==> config.mk <==
export PLATFORM = sky130hd
export DESIGN_NAME = synth_divider_regs
export DESIGN_NICKNAME = d
export VERILOG_FILES = /design/src/rtl/synth_pkg.sv /design/src/rtl/serial_word_if.sv /design/src/rtl/synth_divider_regs.sv /design/src/rtl/serial_capture.sv /design/src/rtl/lock_counter.sv
export SDC_FILE = /design/constraint.sdc
export NUM_CORES = 1
export LEC_CHECK = 0
export ABC_AREA = 1
export BUFFER_PORTS_ARGS = -buffer_cell sky130_fd_sc_hd__clkbuf_2
export CORE_UTILIZATION = 45
export CTS_BUF_LIST = sky130_fd_sc_hd__clkbuf_4 sky130_fd_sc_hd__clkbuf_8 sky130_fd_sc_hd__clkbuf_16
export DETAILED_ROUTE_END_ITERATION = 10
export PLACE_DENSITY = 0.69
export SLEW_MARGIN = 20
export SYNTH_ARGS = -nofsm -noshare
export SYNTH_HDL_FRONTEND = slang
export SYNTH_SLANG_ARGS = --single-unit
==> constraint.sdc <==
create_clock -name clk -period 2 [get_ports clk]
set_input_delay 0.3 -clock clk [delete_from_list [all_inputs] [get_ports clk]]
set_output_delay 0.3 -clock clk [all_outputs]
set_load 0.01 [all_outputs]
==> src/rtl/synth_pkg.sv <==
package synth_pkg;
   // Serial word layout
   localparam int WORD_W = 24;
   localparam int SEL_LSB = 0;
   localparam int SEL_W = 2;
   localparam logic [1:0] SEL_FEEDBACK = 2'h0;
   localparam logic [1:0] SEL_REFERENCE = 2'h1;
   localparam logic [1:0] SEL_CONTROL = 2'h2;
   localparam logic [1:0] SEL_NOISE = 2'h3;
   // Feedback divide word fields
   localparam int F12_W = 12;
   localparam int NUM_LSB = 2;
   localparam int INT_LSB = 14;
   localparam int INT_W = 9;
   localparam int QS_BIT = 23;
   // Reference divide word fields
   localparam int DEN_LSB = 2;
   localparam int MON_LSB = 20;
   localparam int MON_W = 3;
   localparam int LOAD_BIT = 23;
   // Control word fields
   localparam int LDP_BIT = 5;
   localparam int CP_LSB = 7;
   localparam int CP_W = 4;
   localparam logic [3:0] CP_MAX = 4'hF;
   // Monitor output selections
   localparam logic [2:0] MON_LOCK_DETECT = 3'h6;
   localparam logic [2:0] MON_QS_SWITCH = 3'h7;
   // Lock detector counts, in phase-detector cycles
   localparam int LOCK_W = 6;
   localparam logic [5:0] LOCK_CYCLES_NORMAL = 6'h18;
   localparam logic [5:0] LOCK_CYCLES_PRECISE = 6'h28;
   // Whole divide range the host must keep to
   localparam logic [8:0] INT_MIN = 9'h01F;
   localparam logic [8:0] INT_MAX = 9'h1FF;
endpackage

==> src/rtl/serial_word_if.sv <==
`timescale 1ns/100ps
interface serial_word_if;
   import synth_pkg::*;
   logic [WORD_W-1:0] word;
   logic load;
   modport src (output word, output load);
   modport dst (input word, input load);
endinterface

==> src/rtl/synth_divider_regs.sv <==
`timescale 1ns/100ps
// Notes on behaviour
// - A latched word with select 00 rewrites the feedback divide word.
// - Whole divide value is nine bits, host keeps it in 31..511.
// - Twelve-bit step numerator feeds the fractional interpolator.
// - Quick settle set forces maximum pump current, else programmed.
// - Monitor in switch mode pulls low while quick settle is set.
// - A latched word with select 01 rewrites the reference word.
// - Load control high stores resync delay, leaves denominator alone.
// - Monitor selection comes from bits 22 down to 20.
// - Normal precision locks after 24 clean phase-detector cycles.
// - Lock holds until new channel or error above 30 ns.
// - Serial bits shift in MSB first on rising serial clock.
// - Latch strobe rise copies shift word to one of four holders.
// - New denominator applies only after next feedback word write.
// - High precision locks after 40 clean phase-detector cycles.
module synth_divider_regs
   import synth_pkg::*;
#(
   parameter logic [5:0] LOCK_CNT_NORMAL = LOCK_CYCLES_NORMAL,
   parameter logic [5:0] LOCK_CNT_PRECISE = LOCK_CYCLES_PRECISE
) (
   input wire logic clk,
   input wire logic rst_n,
   input wire logic serial_clk,
   input wire logic serial_data,
   input wire logic latch_load_strobe,
   input wire logic pfd_tick,
   input wire logic pfd_err_below_min,
   input wire logic pfd_err_above_max,
   output logic [INT_W-1:0] whole_divide_value,
   output logic [F12_W-1:0] step_numerator,
   output logic [F12_W-1:0] step_denominator,
   output logic [F12_W-1:0] resync_delay,
   output logic quick_settle_bit,
   output logic [MON_W-1:0] monitor_select,
   output logic lock_precision_select,
   output logic [CP_W-1:0] cp_current,
   output logic [WORD_W-1:0] control_word,
   output logic [WORD_W-1:0] noise_word,
   output logic new_channel,
   output logic lock_detect,
   output logic monitor_output_o,
   output logic monitor_output_oe_n
);
   if (LOCK_CNT_PRECISE < LOCK_CNT_NORMAL) begin : g_chk
      $error("precise lock count below normal count");
   end

   // Twelve-bit field taken from a serial word
   function automatic logic [F12_W-1:0] field12(
      input logic [WORD_W-1:0] w,
      input int lsb
   );
      return w[lsb +: F12_W];
   endfunction

   typedef struct packed {
      logic [WORD_W-1:0] fb_word;
      logic [WORD_W-1:0] ref_word;
      logic [WORD_W-1:0] ctrl_word;
      logic [WORD_W-1:0] noise_word;
      logic [F12_W-1:0] den_pending;
      logic [F12_W-1:0] den_active;
      logic [F12_W-1:0] resync;
      logic [CP_W-1:0] cp;
      logic new_chan;
      logic mon_level;
      logic mon_oe_n;
   } regs_s;

   regs_s regs_r;
   regs_s regs_nxt;
   serial_word_if link ();
   logic [SEL_W-1:0] sel;
   logic fb_wr;
   logic ref_wr;
   logic [MON_W-1:0] mon_sel;
   logic qs_nxt;

   serial_capture u_capture (
      .clk (clk),
      .rst_n (rst_n),
      .serial_clk (serial_clk),
      .serial_data (serial_data),
      .latch_load_strobe (latch_load_strobe),
      .out (link.src)
   );

   // Lock restarts on every new channel
   lock_counter #(
      .CNT_NORMAL (LOCK_CNT_NORMAL),
      .CNT_PRECISE (LOCK_CNT_PRECISE)
   ) u_lock (
      .clk (clk),
      .rst_n (rst_n),
      .pfd_tick (pfd_tick),
      .err_below_min (pfd_err_below_min),
      .err_above_max (pfd_err_above_max),
      .precise (lock_precision_select),
      .restart (regs_r.new_chan),
      .lock_detect (lock_detect)
   );

   // Select decode of the latched word
   assign sel = link.word[SEL_LSB +: SEL_W];
   assign fb_wr = link.load && sel == SEL_FEEDBACK;
   assign ref_wr = link.load && sel == SEL_REFERENCE;

   // Holding registers and derived controls
   always_comb begin
      regs_nxt = regs_r;
      regs_nxt.new_chan = 1'b0;
      unique case (sel)
         SEL_FEEDBACK: begin
            if (link.load) begin
               regs_nxt.fb_word = link.word;
               regs_nxt.new_chan = 1'b1;
               regs_nxt.den_active = regs_r.den_pending;
            end
         end
         SEL_REFERENCE: begin
            if (link.load) begin
               regs_nxt.ref_word = link.word;
               if (link.word[LOAD_BIT]) begin
                  regs_nxt.resync = field12(link.word, DEN_LSB);
               end else begin
                  regs_nxt.den_pending = field12(link.word, DEN_LSB);
               end
            end
         end
         SEL_CONTROL: begin
            if (link.load) begin
               regs_nxt.ctrl_word = link.word;
            end
         end
         SEL_NOISE: begin
            if (link.load) begin
               regs_nxt.noise_word = link.word;
            end
         end
      endcase

      qs_nxt = regs_nxt.fb_word[QS_BIT];
      if (qs_nxt) begin
         regs_nxt.cp = CP_MAX;
      end else begin
         regs_nxt.cp = regs_nxt.ctrl_word[CP_LSB +: CP_W];
      end

      mon_sel = regs_nxt.ref_word[MON_LSB +: MON_W];
      unique case (mon_sel)
         MON_QS_SWITCH: begin
            regs_nxt.mon_level = 1'b0;
            regs_nxt.mon_oe_n = ~qs_nxt;
         end
         MON_LOCK_DETECT: begin
            regs_nxt.mon_level = lock_detect;
            regs_nxt.mon_oe_n = 1'b0;
         end
         default: begin
            // Unhandled selections leave the pin floating
            regs_nxt.mon_level = 1'b0;
            regs_nxt.mon_oe_n = 1'b1;
         end
      endcase
   end

   // Pin stays released in reset so the board pull-up wins
   always_ff @(posedge clk) begin
      if (!rst_n) begin
         regs_r <= '0;
         regs_r.mon_oe_n <= 1'b1;
      end else begin
         regs_r <= regs_nxt;
      end
   end

   // Field outputs straight from holding flops
   // nine-bit whole divide value
   assign whole_divide_value = regs_r.fb_word[INT_LSB +: INT_W];
   assign step_numerator = field12(regs_r.fb_word, NUM_LSB);
   assign quick_settle_bit = regs_r.fb_word[QS_BIT];
   assign step_denominator = regs_r.den_active;
   assign resync_delay = regs_r.resync;
   assign monitor_select = regs_r.ref_word[MON_LSB +: MON_W];
   assign lock_precision_select = regs_r.ctrl_word[LDP_BIT];
   assign cp_current = regs_r.cp;
   assign control_word = regs_r.ctrl_word;
   assign noise_word = regs_r.noise_word;
   assign new_channel = regs_r.new_chan;
   assign monitor_output_o = regs_r.mon_level;
   assign monitor_output_oe_n = regs_r.mon_oe_n;
endmodule

==> src/rtl/serial_capture.sv <==
`timescale 1ns/100ps
module serial_capture
   import synth_pkg::*;
(
   input wire logic clk,
   input wire logic rst_n,
   input wire logic serial_clk,
   input wire logic serial_data,
   input wire logic latch_load_strobe,
   serial_word_if.src out
);
   typedef struct packed {
      logic sclk_s1;
      logic sclk_s2;
      logic sclk_d;
      logic data_s1;
      logic data_s2;
      logic le_s1;
      logic le_s2;
      logic le_d;
      logic [WORD_W-1:0] shift;
      logic [WORD_W-1:0] word;
      logic load;
   } cap_s;

   cap_s cap_r;
   cap_s cap_nxt;
   logic sclk_rise;
   logic le_rise;

   // Edges seen only on second stages, never the first
   assign sclk_rise = cap_r.sclk_s2 & ~cap_r.sclk_d;
   assign le_rise = cap_r.le_s2 & ~cap_r.le_d;

   // Synchronise pins, shift and latch
   always_comb begin
      cap_nxt = cap_r;
      cap_nxt.sclk_s1 = serial_clk;
      cap_nxt.sclk_s2 = cap_r.sclk_s1;
      cap_nxt.sclk_d = cap_r.sclk_s2;
      cap_nxt.data_s1 = serial_data;
      cap_nxt.data_s2 = cap_r.data_s1;
      cap_nxt.le_s1 = latch_load_strobe;
      cap_nxt.le_s2 = cap_r.le_s1;
      cap_nxt.le_d = cap_r.le_s2;
      if (sclk_rise) begin
         cap_nxt.shift = {cap_r.shift[WORD_W-2:0], cap_r.data_s2};
      end
      cap_nxt.load = le_rise;
      if (le_rise) begin
         cap_nxt.word = cap_r.shift;
      end
   end

   always_ff @(posedge clk) begin
      if (!rst_n) begin
         cap_r <= '0;
      end else begin
         cap_r <= cap_nxt;
      end
   end

   assign out.word = cap_r.word;
   assign out.load = cap_r.load;
endmodule

==> src/rtl/lock_counter.sv <==
`timescale 1ns/100ps
module lock_counter
   import synth_pkg::*;
#(
   parameter logic [5:0] CNT_NORMAL = LOCK_CYCLES_NORMAL,
   parameter logic [5:0] CNT_PRECISE = LOCK_CYCLES_PRECISE
) (
   input wire logic clk,
   input wire logic rst_n,
   input wire logic pfd_tick,
   input wire logic err_below_min,
   input wire logic err_above_max,
   input wire logic precise,
   input wire logic restart,
   output logic lock_detect
);
   if (CNT_NORMAL == 6'h00 || CNT_PRECISE == 6'h00) begin : g_chk
      $error("lock counts must be nonzero");
   end

   typedef struct packed {
      logic [LOCK_W-1:0] cnt;
      logic locked;
   } lock_s;

   lock_s lk_r;
   lock_s lk_nxt;
   logic [LOCK_W-1:0] target;

   assign target = precise ? CNT_PRECISE : CNT_NORMAL;

   // Count clean cycles; a middling error only restarts the count
   always_comb begin
      lk_nxt = lk_r;
      // new channel or large error drops lock
      if (restart || (pfd_tick && err_above_max)) begin
         lk_nxt.cnt = '0;
         lk_nxt.locked = 1'b0;
      end else if (pfd_tick) begin
         if (err_below_min) begin
            if (lk_r.cnt != '1) begin
               lk_nxt.cnt = lk_r.cnt + 1'b1;
            end
            if (lk_r.cnt + 1'b1 >= target) begin
               lk_nxt.locked = 1'b1;
            end
         end else begin
            lk_nxt.cnt = '0;
         end
      end
   end

   always_ff @(posedge clk) begin
      if (!rst_n) begin
         lk_r <= '0;
      end else begin
         lk_r <= lk_nxt;
      end
   end

   assign lock_detect = lk_r.locked;
endmodule

==> results by stage, run 1 <==
Run status:
- The flow ran to the end, and the final reports show no timing, DRC or antenna violations.

Placement:
- Summed over all nets, the half-perimeter wirelength after detailed placement is 10600 um.
- After detailed placement, the total cell area comes to about 7100 um2.
- The number of input and output port buffers inserted is 113.
- Routability-driven placement finished with a final weighted congestion of 0.820.
- The post-placement worst setup slack is roughly 0.34 ns.

CTS:
- The maximum buffer depth of the clock tree is 2.
- The later pin in the worst-skew pair is clocked with a latency of 0.43 ns.
- The clock tree from TritonCTS is done.
- In this run the clock root is driven by a sky130_fd_sc_hd__clkbuf_16.
- The H-tree depth reported by CTS is 4.
- The number of sinks on the clock net is 180.
- The number of buffers created by CTS is 17.
- After clock tree synthesis, the clock-pin slew on the worst setup and hold paths is 0.07 ns.
- After clock tree synthesis, the setup repair step added 0 buffers.
- Post-CTS repair changed the size of 0 cells.
- The number of hold buffers added after CTS was 0.

Final layout:
- The final non-filler cell area is 7700 um2.
- The share of the core filled with cells in the final layout is 50.1%.
- In the layout the commonest cells are 217 x sky130_fd_sc_hd__nor2_1, 180 x sky130_fd_sc_hd__dfxtp_1, 124 x sky130_fd_sc_hd__o21ai_0, 112 x sky130_fd_sc_hd__clkbuf_2, 52 x sky130_fd_sc_hd__a21oi_1.
- The most common library cell in the layout ignoring fill and taps is sky130_fd_sc_hd__nor2_1.
- The filler cells instantiated in the layout total 1519.
- Registers take ~3600 um2.
- The ratio of cells with drive above 1 in the final layout is 20.3%.
- Compared with the post-synthesis result, the final layout area differs by 7.40%.
- The final net count is 906.
- The antenna diode count is 0.
- In the final layout, the multi-input gates occupy 2340 um2.

STA:
- After layout, the worst setup slack is about 0.32 ns.
- The worst-margin pin slew is 0.776 ns.
- The final hold slack is 0.0483 ns.
- In this run the tightest slew margin relative to its limit is 48.2%.
- The number of endpoints failing setup at the final stage is 0.
- Setup repair after global routing left no endpoint under its margin.
- The number of pins exceeding their max-slew limit in the final report was 0.
- The worst path uses 83.8% of the clock period.
- The setup TNS after final layout is 0 ns.
- The count of final hold-check violations was 0.
- The maximum achievable frequency is 0.597 GHz.
- The final period demand of the worst path is ~1.7 ns.
- The setup clock skew after layout is 0.00794 ns.

Critical path:
- Counting both buffers and inverters, the worst setup path holds a total of 2.
- The register-to-register path setup slack is 0.32 ns.
- The number of cells on the critical path is 11.
- Measured in cells, the most critical reg-to-reg path has a length of 11.
- The category of the critical setup timing path is flip-flop to flip-flop.
- STA puts the critical path data arrival time at 2.04 ns.
- Following the worst setup path forward leads to its endpoint at u_lock.lock_detect$_SDFFE_PP0P_.
- At the worst endpoint, the required time is 2.37 ns.
- The launching element type of the critical path is a flip-flop.
- The worst setup path is captured at a flip-flop.
- The worst stage delay on the critical path is 0.42 ns.
- The slowest stage of the critical path belongs to the cell sky130_fd_sc_hd__dfxtp_1.
- In this run the critical register-to-register path is launched from u_lock.lk_r[2]$_SDFFE_PP0P_.
- The cell type group with the largest total delay on the critical path is adder cells.
- By instance count, the cell type seen most on the critical path is sky130_fd_sc_hd__nand2_1.
- Of all nets on the critical path, the largest fanout is 6.
- The most critical setup path has its startpoint at u_lock.lk_r[2]$_SDFFE_PP0P_.
- The critical path goes through ha_1 -> nand3_1 -> xor2_1 -> inv_1 -> ha_1 -> nand2_1 -> inv_1 -> nand3_1 -> nand2_1 -> nand2_1 -> a21oi_1.
- The capture point of the worst reg-to-reg path is u_lock.lock_detect$_SDFFE_PP0P_.

Power:
- Power spread over the standard cell area amounts to 962 nW/um2.
- The cell leakage power is about 3.5 nW.
- IR analysis of the VDD net gives a maximum drop of 0.644 mV.

Die:
- The top-level port count is 114.
- From bottom edge to top edge, the die measures about 130 um.
- The floorplan step set the die width to ~130 um.
- The area of the core is approximately 15000 um2.
- The floorplan step defined a die boundary enclosing 16400 um2.
- For this configuration, the core starts out at a cell density of 46.6%.
- The total number of placement rows is 45.

GRT:
- Global routing used just over 20% of the available tracks across all layers.
- The global route total overflow is 0.
- The first global-routing pass estimated about 26000 um of wire.
- The largest net degree at the start of global routing is 47.
- The via count of the first global-routing pass is around 4900.
- The number of antenna violations at the first check in global routing came to 0.

Routing:
- The remaining routing DRC violations is 0.
- The routed length per placed instance is 14.3 um.
- The total wire length after detailed routing is between 15000 and 20000 um.
- The first detailed-routing pass took 7 iterations.
- Summing over every cut layer, the via total after detailed routing is around 5300.
- After detailed routing, the number of vias per cell comes to 4.78.
- The count of nets left with antenna violations after detail routing is 0.
- The number of DRC markers in iteration 0 is 438.

Worst hold path:
- The type of the most critical hold path is input pin to flip-flop.
- Counting instances, the worst hold path has a depth of 3.

Synthesis:
- The cell accounting for the most synthesized area is sky130_fd_sc_hd__dfxtp_1.
- After synthesis, the cell types taking the most area are sky130_fd_sc_hd__dfxtp_1 50%, sky130_fd_sc_hd__nor2_1 11%, sky130_fd_sc_hd__buf_4 11%.
- The number of distinct library cells after synthesis is 29.
- The number of warnings issued by yosys is 0.
- The number of nets in the synthesized netlist is 906.
- The share of the Yosys chip area taken by registers is roughly 50%.
- The synthesized design devotes to its leading area cell type 50.3% of total area.
- After synthesis the netlist holds a flip-flop and latch count of 180.
- In this run the mean area of a mapped cell was 8.02 um2.
- The post-synth design cell area is 7170 um2.
- In the synthesized netlist, the number of instances is 894.

Run:
- The max-capacitance violation count is 0.
## synthesized netlist by cell type, drive strengths merged
cell and count:
o211ai 1, inv 52, clkbuf 20, nor3 1, ha 4, and2 2
nand2 50, nand3 21, dfxtp 180, buf 126, nor2 233, a21oi 52
clkinv 3, xor2 2, o21ai 145, nand4 2
## registers in the layout (all words and copies together) (netlist names), 3 cells and up
signal,flops
u_lock.lk_r,6
step_numerator,12
u_capture.cap_r,27
resync_delay,12
u_capture.out.word,24
whole_divide_value,9
u_capture.cap_nxt,5
control_word,24
cp_current,4
noise_word,24
regs_r,12
step_denominator,12
monitor_select,3
## worst min-delay path by stage
stage,from,to,slack (ns)
after floorplan,u_capture.cap_nxt[50]$_SDFF_PN0_,u_capture.cap_nxt[49]$_SDFF_PN0_,0.39
after global placement,u_capture.cap_nxt[50]$_SDFF_PN0_,u_capture.cap_nxt[49]$_SDFF_PN0_,0.40
after detailed placement,u_capture.cap_nxt[52]$_SDFF_PN0_,u_capture.cap_r[52]$_SDFF_PN0_,0.40
after CTS,serial_clk,u_capture.cap_nxt[55]$_SDFF_PN0_,0.03
after global routing,serial_clk,u_capture.cap_nxt[55]$_SDFF_PN0_,0.05
final,serial_clk,u_capture.cap_nxt[55]$_SDFF_PN0_,0.05
## per-stage QoR
stage,cells,total power [mW]
after floorplan,894,4.06
after global placement,1086,4.15
after detailed placement,1086,4.15
after CTS,1117,7.48
after global routing,1117,7.70
final,1117,7.40
## tightest hold or removal path: cells and delay by family
| family | cells | cell delay (ns) |
|---|---|---|
| buffers and inverters | 2 | 0.11 |
| and+or+nand+nor | 1 | 0.04 |
## per-layer routing
metal | routed length (um) | vias up | GRT usage (%) | share of wire, %
met5 | 0 | - | 0 | 0
met4 | 265 | 0 | 6.51 | 1.7
met3 | 919 | 23 | 6.26 | 5.8
met2 | 7300 | 146 | 31.9 | 46
met1 | 7450 | 2416 | 27.0 | 47
li1 | - | 2754 | - | -
## where the power goes
part | internal [mW] | leakage [nW] | total, mW | switching [mW]
registers | 3.67 | 1.46 | 3.77 | 0.0943
clock network | 1.93 | 0.273 | 3.33 | 1.40
logic | 0.106 | 1.75 | 0.305 | 0.199
total | 5.71 | 3.48 | 7.40 | 1.69
## cells by family after synthesis
| logic type | after synthesis | share of synthesized area [%] |
|---|---|---|
| compound gates | 198 | 13.9 |
| xor+xnor | 2 | 0.245 |
| fa+ha+maj | 4 | 0.698 |
| buf+inv | 201 | 17.1 |
| flops | 180 | 50.3 |
| simple gates | 309 | 17.8 |
## final cells by class
type | instances | share of cell area, %
flip-flops and latches | 180 | 46.8
multi-input cells | 513 | 30.4
repair buffers | 127 | 8.91
clock buffers | 20 | 6.06
well taps | 211 | 3.43
inverters | 55 | 2.75
clock inverters | 11 | 1.66
Power figures use the tool's default switching activity.
==> inputs of run 2 (changes only) <==
- clock period: 2 -> 1.7 ns (I/O delays scaled with it)
==> run 2 against run 1 <==
Clock power up 13%. Hold slack worse by 0.028 ns. Via count up 1.7%. Critical path type unchanged. Sequential share of layout area down 0.34 points. Die area unchanged. Non-clock buffer count up 9.
==> results by stage, run 2 (same netlist as run 1, synthesis figures left out) <==
Worst hold path:
- The cell count of the worst hold path is 3 (unchanged).
- The start point of the worst hold path is serial_clk.
- The path with the worst hold slack has its endpoint at u_capture.cap_nxt[55]$_SDFF_PN0_.
- The worst hold path belongs to the class input pin to flip-flop.

STA:
- The count of final hold-check violations is 0 (unchanged).
- The number of endpoints failing setup at the final stage is 0 (unchanged).
- The final period demand of the worst path was 1.53 ns (-0.142 ns).
- The worst slew slack as a fraction of its limit was 49.4% (+1.2 points).
- The number of pins exceeding their max-slew limit in the final report is 0 (unchanged).
- The setup clock skew after layout is 0.00686 ns (-0.00108 ns).
- The worst-margin pin slew is 0.759 ns (-0.0173 ns).
- The final hold slack is 0.0203 ns (-0.0280 ns).
- The smallest setup slack after layout was 0.166 ns (-0.158 ns).
- The part of the cycle the worst path needs is 90.2% (+6.4 points).
- The maximum achievable frequency is 0.652 GHz (+9.3%).

Critical path:
- The worst setup path is captured at a flip-flop.
- The category of the critical setup timing path is flip-flop to flip-flop.
- The endpoint arrival time on the critical path is 1.89 ns (-0.15 ns).
- The endpoint required time on the critical path is 2.05 ns (-0.32 ns).
- The startpoint identified for the worst register-to-register timing path is u_lock.lk_r[2]$_SDFFE_PP0P_.
- The register-to-register path setup slack is 0.17 ns (-0.16 ns).
- The worst register-to-register path ends at u_lock.lock_detect$_SDFFE_PP0P_.
- The number of cells on the worst reg-to-reg path is 11 (unchanged).
- The highest net fanout along the worst path was 3 (-3).
- The launching element type of the critical path is a flip-flop.

CTS:
- The clock tree from TritonCTS is done.
- The buffers inserted during post-CTS setup optimization is 0 (unchanged).
- The clock latency on the worst-skew pair was 0.42 ns (about the same).
- The number of buffers created by CTS was 17 (unchanged).
- The clock transition at the register clock pins on the worst setup and hold paths after CTS is 0.06 ns (about the same).
- The maximum buffer depth of the clock tree is 2 (unchanged).
- The H-tree depth reported by CTS was 4 (unchanged).
- The number of sinks on the clock net was 180 (unchanged).
- The master cell of the clock root buffer is sky130_fd_sc_hd__clkbuf_16.

Final layout:
- The library cells used most frequently in the layout, excluding fill and tap cells, are 216 x sky130_fd_sc_hd__nor2_1, 176 x sky130_fd_sc_hd__dfxtp_1, 124 x sky130_fd_sc_hd__o21ai_0, 112 x sky130_fd_sc_hd__clkbuf_2, 52 x sky130_fd_sc_hd__a21oi_1.
- The share of the core filled with cells in the final layout is 50.5% (+0.43 points).
- The final net count came to 915 (+0.99%).
- The ratio of cells with drive above 1 in the final layout came to 21.7% (+1.4 points).
- The number of standard cells in the final layout excluding fillers is 1127 (+0.90%).
- The most common library cell in the layout ignoring fill and taps is sky130_fd_sc_hd__nor2_1.
- The antenna diode count is 0 (unchanged).
- The flip-flop count of the largest register after layout came to 27 (unchanged).
- The signed area change from the synthesized netlist to the final layout is 8.33%.
- The final non-filler cell area is 7760 um2 (+0.86%).
- The register ranked first by flip-flop count is u_capture.cap_r.

Run status:
- The run finished with clean final reports.

Die:
- The starting utilization of the core area was 46.6% (unchanged).
- The area of the core is 15400 um2 (unchanged).
- The total number of placement rows is 45 (unchanged).
- The width of the chip came to 128 um (unchanged).
- The top-level port count came to 114 (unchanged).
- The die outline area came to 16400 um2 (unchanged).
- The height of the die is 128 um (unchanged).

Power:
- The maximum resistive drop on vdd came to 0.728 mV (+13%).
- The ratio of total power to cell area is 1100 nW/um2 (+15%).
- The cell leakage power came to 3.53 nW (+1.4%).

Placement:
- The post-detailed-placement cell area is 7150 um2 (+0.74%).
- The number of input and output port buffers inserted is 113 (unchanged).
- The number of placed instances, taps included is 1093 (+0.64%).
- The detailed placement HPWL is 10900 um (+2.6%).
- The post-placement worst setup slack is 0.131 ns (-0.209 ns).
- The routability congestion estimate came to 0.809 (-1.3%).

Routing:
- The number of DRC markers in iteration 0 is 382 (-13%).
- The overall via count from detail_route came to 5431 (+1.7%).
- The detailed-route vias per instance was 4.82 (+0.82%).
- The routed length per placed instance is 14.3 um (+0.38%).
- The remaining routing DRC violations is 0 (unchanged).
- The total wire length after detailed routing was 16100 um (+1.3%).
- The number of search-and-repair iterations in the first detailed-routing pass is 4 (-3).
- The count of nets left with antenna violations after detail routing is 0 (unchanged).

GRT:
- The global route total overflow is 0 (unchanged).
- The wire length of the first global-routing pass came to 25500 um (unchanged).
- The via count of the first global-routing pass is 4879 (-0.57%).
- The largest net degree at the start of global routing is 49 (+4.3%).
- The number of antenna violations at the first check in global routing is 0 (unchanged).
- The total track usage is 20.3% (-0.18 points).

Run:
- The max-capacitance violation count is 0 (unchanged).
-- run 2: cell count changes in the layout (fill, tap and decap cells not counted), moves of 2 or more --
cell	change
sky130_fd_sc_hd__buf_4	+7
sky130_fd_sc_hd__clkbuf_4	+4
sky130_fd_sc_hd__clkinv_2	+2
sky130_fd_sc_hd__clkinvlp_4	-3
sky130_fd_sc_hd__dfxtp_1	-4
sky130_fd_sc_hd__dfxtp_2	+4
sky130_fd_sc_hd__dlygate4sd3_1	+2
-- run 2: worst max-delay path by stage --
stage	from	to
final	u_lock.lk_r[2]$_SDFFE_PP0P_	u_lock.lock_detect$_SDFFE_PP0P_
after global routing	u_lock.lk_r[4]$_SDFFE_PP0P_	u_lock.lock_detect$_SDFFE_PP0P_
after CTS	u_lock.lk_r[2]$_SDFFE_PP0P_	u_lock.lock_detect$_SDFFE_PP0P_
after detailed placement	u_lock.lk_r[2]$_SDFFE_PP0P_	u_lock.lock_detect$_SDFFE_PP0P_
after global placement	u_lock.lk_r[1]$_SDFFE_PP0P_	u_lock.lock_detect$_SDFFE_PP0P_
after floorplan	u_lock.lk_r[1]$_SDFFE_PP0P_	u_lock.lock_detect$_SDFFE_PP0P_
-- run 2: area by class of cell --
type                       count  area [um2]
clock inverter                 8        76.3
fill                        1543        7610
clock buffer                  24         497
timing repair buffer         136         758
inverter                      55         211
multi-input combinational    513        2350
tap                          211         264
sequential                   180        3610
-- run 2: what timing repair did --
action                     CTS  global route
setup endpoints to repair    0             1
hold endpoints to repair     2             0
resized for setup            0             7
hold buffers                 2             0
-- run 2: critical path: stages, from the launching register on --
cell and delay, ns:
sky130_fd_sc_hd__dfxtp_2 0.34, sky130_fd_sc_hd__ha_2 0.19, sky130_fd_sc_hd__nand3_2 0.09, sky130_fd_sc_hd__xor2_1 0.14, sky130_fd_sc_hd__inv_1 0.07, sky130_fd_sc_hd__ha_1 0.27, sky130_fd_sc_hd__nand2_1 0.04, sky130_fd_sc_hd__inv_1 0.05
sky130_fd_sc_hd__nand3_1 0.07, sky130_fd_sc_hd__nand2_1 0.06, sky130_fd_sc_hd__nand2_1 0.04, sky130_fd_sc_hd__a21oi_1 0.10
-- run 2: where the power goes --
part	leakage, nW	switching, mW	internal [mW]
Clock	0.280	1.57	2.19
Combinational	1.79	0.236	0.131
Sequential	1.46	0.114	4.32
Total	3.53	1.92	6.65
-- run 2: per-layer routing --
| layer | wire length, um | vias up | GRT usage (%) |
|---|---|---|---|
| met2 | 7600 | 154 | 32.5 |
| met3 | 760 | 22 | 3.92 |
| met4 | 344 | 0 | 8.10 |
| met1 | 7430 | 2480 | 26.8 |
| met5 | 0 | - | 0 |
| li1 | - | 2775 | - |
-- run 2: per-stage QoR --
step           power (mW)  setup TNS, ns
5_1_grt              8.89        -0.0229
3_3_place_gp         4.89              0
3_5_place_dp         4.89              0
4_1_cts              8.63              0
2_1_floorplan        4.77              0
6_report             8.56              0
==> inputs of run 3 (changes only) <==
- CORE_ASPECT_RATIO: not set -> 0.5
==> run 3 against run 2 <==
Utilization down 0.27 points. Routed wire length down 4.3%. Sequential power about the same. Cell count decreased by 0.89%. Cell area rose by 0.27%. Worst setup slack got worse by 0.034 ns. Critical path depth shrank 6. Die area is 0.18% higher. Clock power rose by 4%. Combinational power hardly changed. Power grew 1.5%.
==> results by stage, run 3 (same netlist as run 1, synthesis figures left out) <==
Routing:
- The remaining routing DRC violations came to 0 (unchanged).
- The overall via count from detail_route came to 5446 (+0.28%).
- The number of DRC markers in iteration 0 is 463 (+21%).
- The detailed-route vias per instance is 4.88 (+1.2%).
- The number of search-and-repair iterations in the first detailed-routing pass is 4 (unchanged).
- The total wire length after detailed routing is 15400 um (-4.3%).
- The count of nets left with antenna violations after detail routing is 0 (unchanged).
- The routed length per placed instance is 13.8 um (-3.4%).

Die:
- The die outline area is 16500 um2 (+0.18%).
- The top-level port count is 114 (unchanged).
- The total number of placement rows came to 32 (-29%).
- The starting utilization of the core area is 46.2% (-0.37 points).
- The width of the chip came to 180 um (+41%).
- The area of the core was 15500 um2 (+0.81%).
- The height of the die is 91.2 um (-29%).

Final layout:
- The final net count is 913 (-0.22%).
- The filler cell count in the final layout came to 1478 (-4.2%).
- The signed area change from the synthesized netlist to the final layout is 8.63%.
- In the layout the commonest cells are 216 x sky130_fd_sc_hd__nor2_1, 176 x sky130_fd_sc_hd__dfxtp_1, 124 x sky130_fd_sc_hd__o21ai_0, 112 x sky130_fd_sc_hd__clkbuf_2, 52 x sky130_fd_sc_hd__a21oi_1.
- The register ranked first by flip-flop count is u_capture.cap_r.
- The flip-flop count of the largest register after layout is 27 (unchanged).
- The most common library cell in the layout ignoring fill and taps is sky130_fd_sc_hd__nor2_1.
- The share of the core filled with cells in the final layout is 50.2% (-0.27 points).
- The antenna diode count came to 0 (unchanged).
- The ratio of cells with drive above 1 in the final layout came to 21.6% (-0.15 points).

Critical path:
- The highest net fanout along the worst path was 35 (+32).
- The number of cells on the worst reg-to-reg path is 5 (-6).
- Following the worst setup path forward leads to its endpoint at whole_divide_value[7]$_SDFFE_PN0P_.
- The endpoint required time on the critical path is 2.06 ns (about the same).
- The critical path endpoint category is a flip-flop.
- Tracing the worst setup path back leads to its startpoint at u_capture.out.word[0]$_SDFFE_PN0P_.
- The register-to-register path setup slack was 0.13 ns (-0.03 ns).
- The endpoint arrival time on the critical path came to 1.92 ns (+0.03 ns).
- The worst reg2reg path startpoint is u_capture.out.word[0]$_SDFFE_PN0P_.
- In this run the critical register-to-register path is captured at whole_divide_value[7]$_SDFFE_PN0P_.
- The worst setup path is launched from a flip-flop.
- The category of the critical setup timing path is flip-flop to flip-flop.

CTS:
- The number of sinks on the clock net is 180 (unchanged).
- The cell sitting at the root of the clock tree is a sky130_fd_sc_hd__clkbuf_16.
- The maximum buffer depth of the clock tree is 2 (unchanged).
- The H-tree depth reported by CTS was 4 (unchanged).
- TritonCTS built the clock tree.
- The number of buffers created by CTS is 17 (unchanged).
- The clock latency on the worst-skew pair is 0.43 ns (about the same).
- The clock transition at the register clock pins on the worst setup and hold paths after CTS was 0.06 ns (about the same).

GRT:
- The via count of the first global-routing pass was 4936 (+1.2%).
- The largest net degree at the start of global routing is 56 (+14%).
- The number of antenna violations at the first check in global routing is 0 (unchanged).
- The global route total overflow is 0 (unchanged).
- The wire length of the first global-routing pass was 24800 um (-2.8%).
- The total track usage came to 19.1% (-1.2 points).

Power:
- The cell leakage power was 3.54 nW (+0.33%).
- The maximum resistive drop on vdd is 0.775 mV (+6.5%).
- The ratio of total power to cell area came to 1120 nW/um2 (+1.2%).
- The total power is 8.69 mW (+1.5%).

Run:
- The max-capacitance violation count is 0 (unchanged).

STA:
- The final hold slack is 0.0118 ns (-0.00851 ns).
- The smallest setup slack after layout was 0.132 ns (-0.0344 ns).
- The number of pins exceeding their max-slew limit in the final report was 0 (unchanged).
- The setup TNS after final layout is 0 ns (unchanged).
- The maximum achievable frequency is 0.638 GHz (-2.2%).
- The setup clock skew after layout was 0.0109 ns (+0.00399 ns).
- The worst-margin pin slew was 0.775 ns (+0.0158 ns).
- The worst slew slack as a fraction of its limit was 48.3% (-1.1 points).
- The number of endpoints failing setup at the final stage is 0 (unchanged).
- The part of the cycle the worst path needs is 92.3% (+2.0 points).
- The count of final hold-check violations is 0 (unchanged).
- The final period demand of the worst path is 1.57 ns (+0.0344 ns).

Placement:
- The routability congestion estimate is 0.807 (-0.26%).
- The detailed placement HPWL was 10400 um (-4.3%).
- The post-placement worst setup slack is -0.0138 ns (-0.145 ns).
- The number of input and output port buffers inserted is 113 (unchanged).

Worst hold path:
- The min-delay analysis places its worst path in the category input pin to flip-flop.

Run status:
- The run finished with clean final reports.
==> run 3: cell types whose count changed in the layout (fill, tap and decap cells not counted), sizes merged <==
cell,before,now
clkinvlp,3,1
dlygate4sd3,2,1
bufinv,1,2
inv,52,56
clkbuf,136,132
buf,22,21
==> run 3: routing by layer <==
metal | wire length [um] | global-route usage [%] | vias up
li1 | - | - | 2763
met1 | 7530 | 25.7 | 2562
met2 | 7170 | 30.8 | 99
met3 | 502 | 3.37 | 22
met4 | 249 | 6.98 | 0
met5 | 0 | 0 | -
==> run 3: stage by stage <==
step,area (um2),cells
final,7780,1117
after global routing,7780,1117
after CTS,7750,1116
after detailed placement,7160,1084
after global placement,7160,1084
after floorplan,7170,894
==> run 3: what timing repair did <==
item / CTS / global route
buffers inserted: 0 / 1
pin swaps: 0 / 2
endpoints found under the setup margin: 1 / 1
endpoints found under the hold margin: 1 / 0
resized for setup: 1 / 9
hold buffers: 1 / 0
==> run 3: worst max-delay path, cell delays in order, from the launching register on <==
cell,delay (ns)
sky130_fd_sc_hd__dfxtp_1,0.39
sky130_fd_sc_hd__nor2_1,0.18
sky130_fd_sc_hd__nand2_2,0.13
sky130_fd_sc_hd__inv_2,0.48
sky130_fd_sc_hd__o21ai_0,0.18
sky130_fd_sc_hd__a21oi_1,0.13
==> run 3: power by group <==
group          internal, mW  switching [mW]  leakage [nW]
clock network          2.24            1.66         0.288
registers              4.32           0.107          1.46
logic                 0.133           0.236          1.79
==> run 3: worst min path at each step <==
stage / to / cells past startpoint / startpoint / slack (ns)
final: u_capture.cap_nxt[52]$_SDFF_PN0_ / 3 / serial_data / 0.01
after global routing: u_capture.cap_nxt[50]$_SDFF_PN0_ / 3 / latch_load_strobe / 0.02
after CTS: u_capture.cap_nxt[52]$_SDFF_PN0_ / 3 / serial_data / 0.006
after detailed placement: u_capture.cap_r[52]$_SDFF_PN0_ / 2 / u_capture.cap_nxt[52]$_SDFF_PN0_ / 0.40
after global placement: u_capture.cap_nxt[54]$_SDFF_PN0_ / 2 / u_capture.cap_nxt[55]$_SDFF_PN0_ / 0.40
after floorplan: u_capture.cap_nxt[50]$_SDFF_PN0_ / 2 / latch_load_strobe / 0.35
==> run 3: final cells by class <==
cell class	instances	area, um2	share of cell area (%)
Sequential cell	180	3610	46.4
Tap cell	204	255	3.28
Timing Repair Buffer	134	766	9.84
Inverter	55	211	2.72
Clock inverter	11	126	1.62
Clock buffer	20	454	5.84
Multi-Input combinational cell	513	2360	30.3
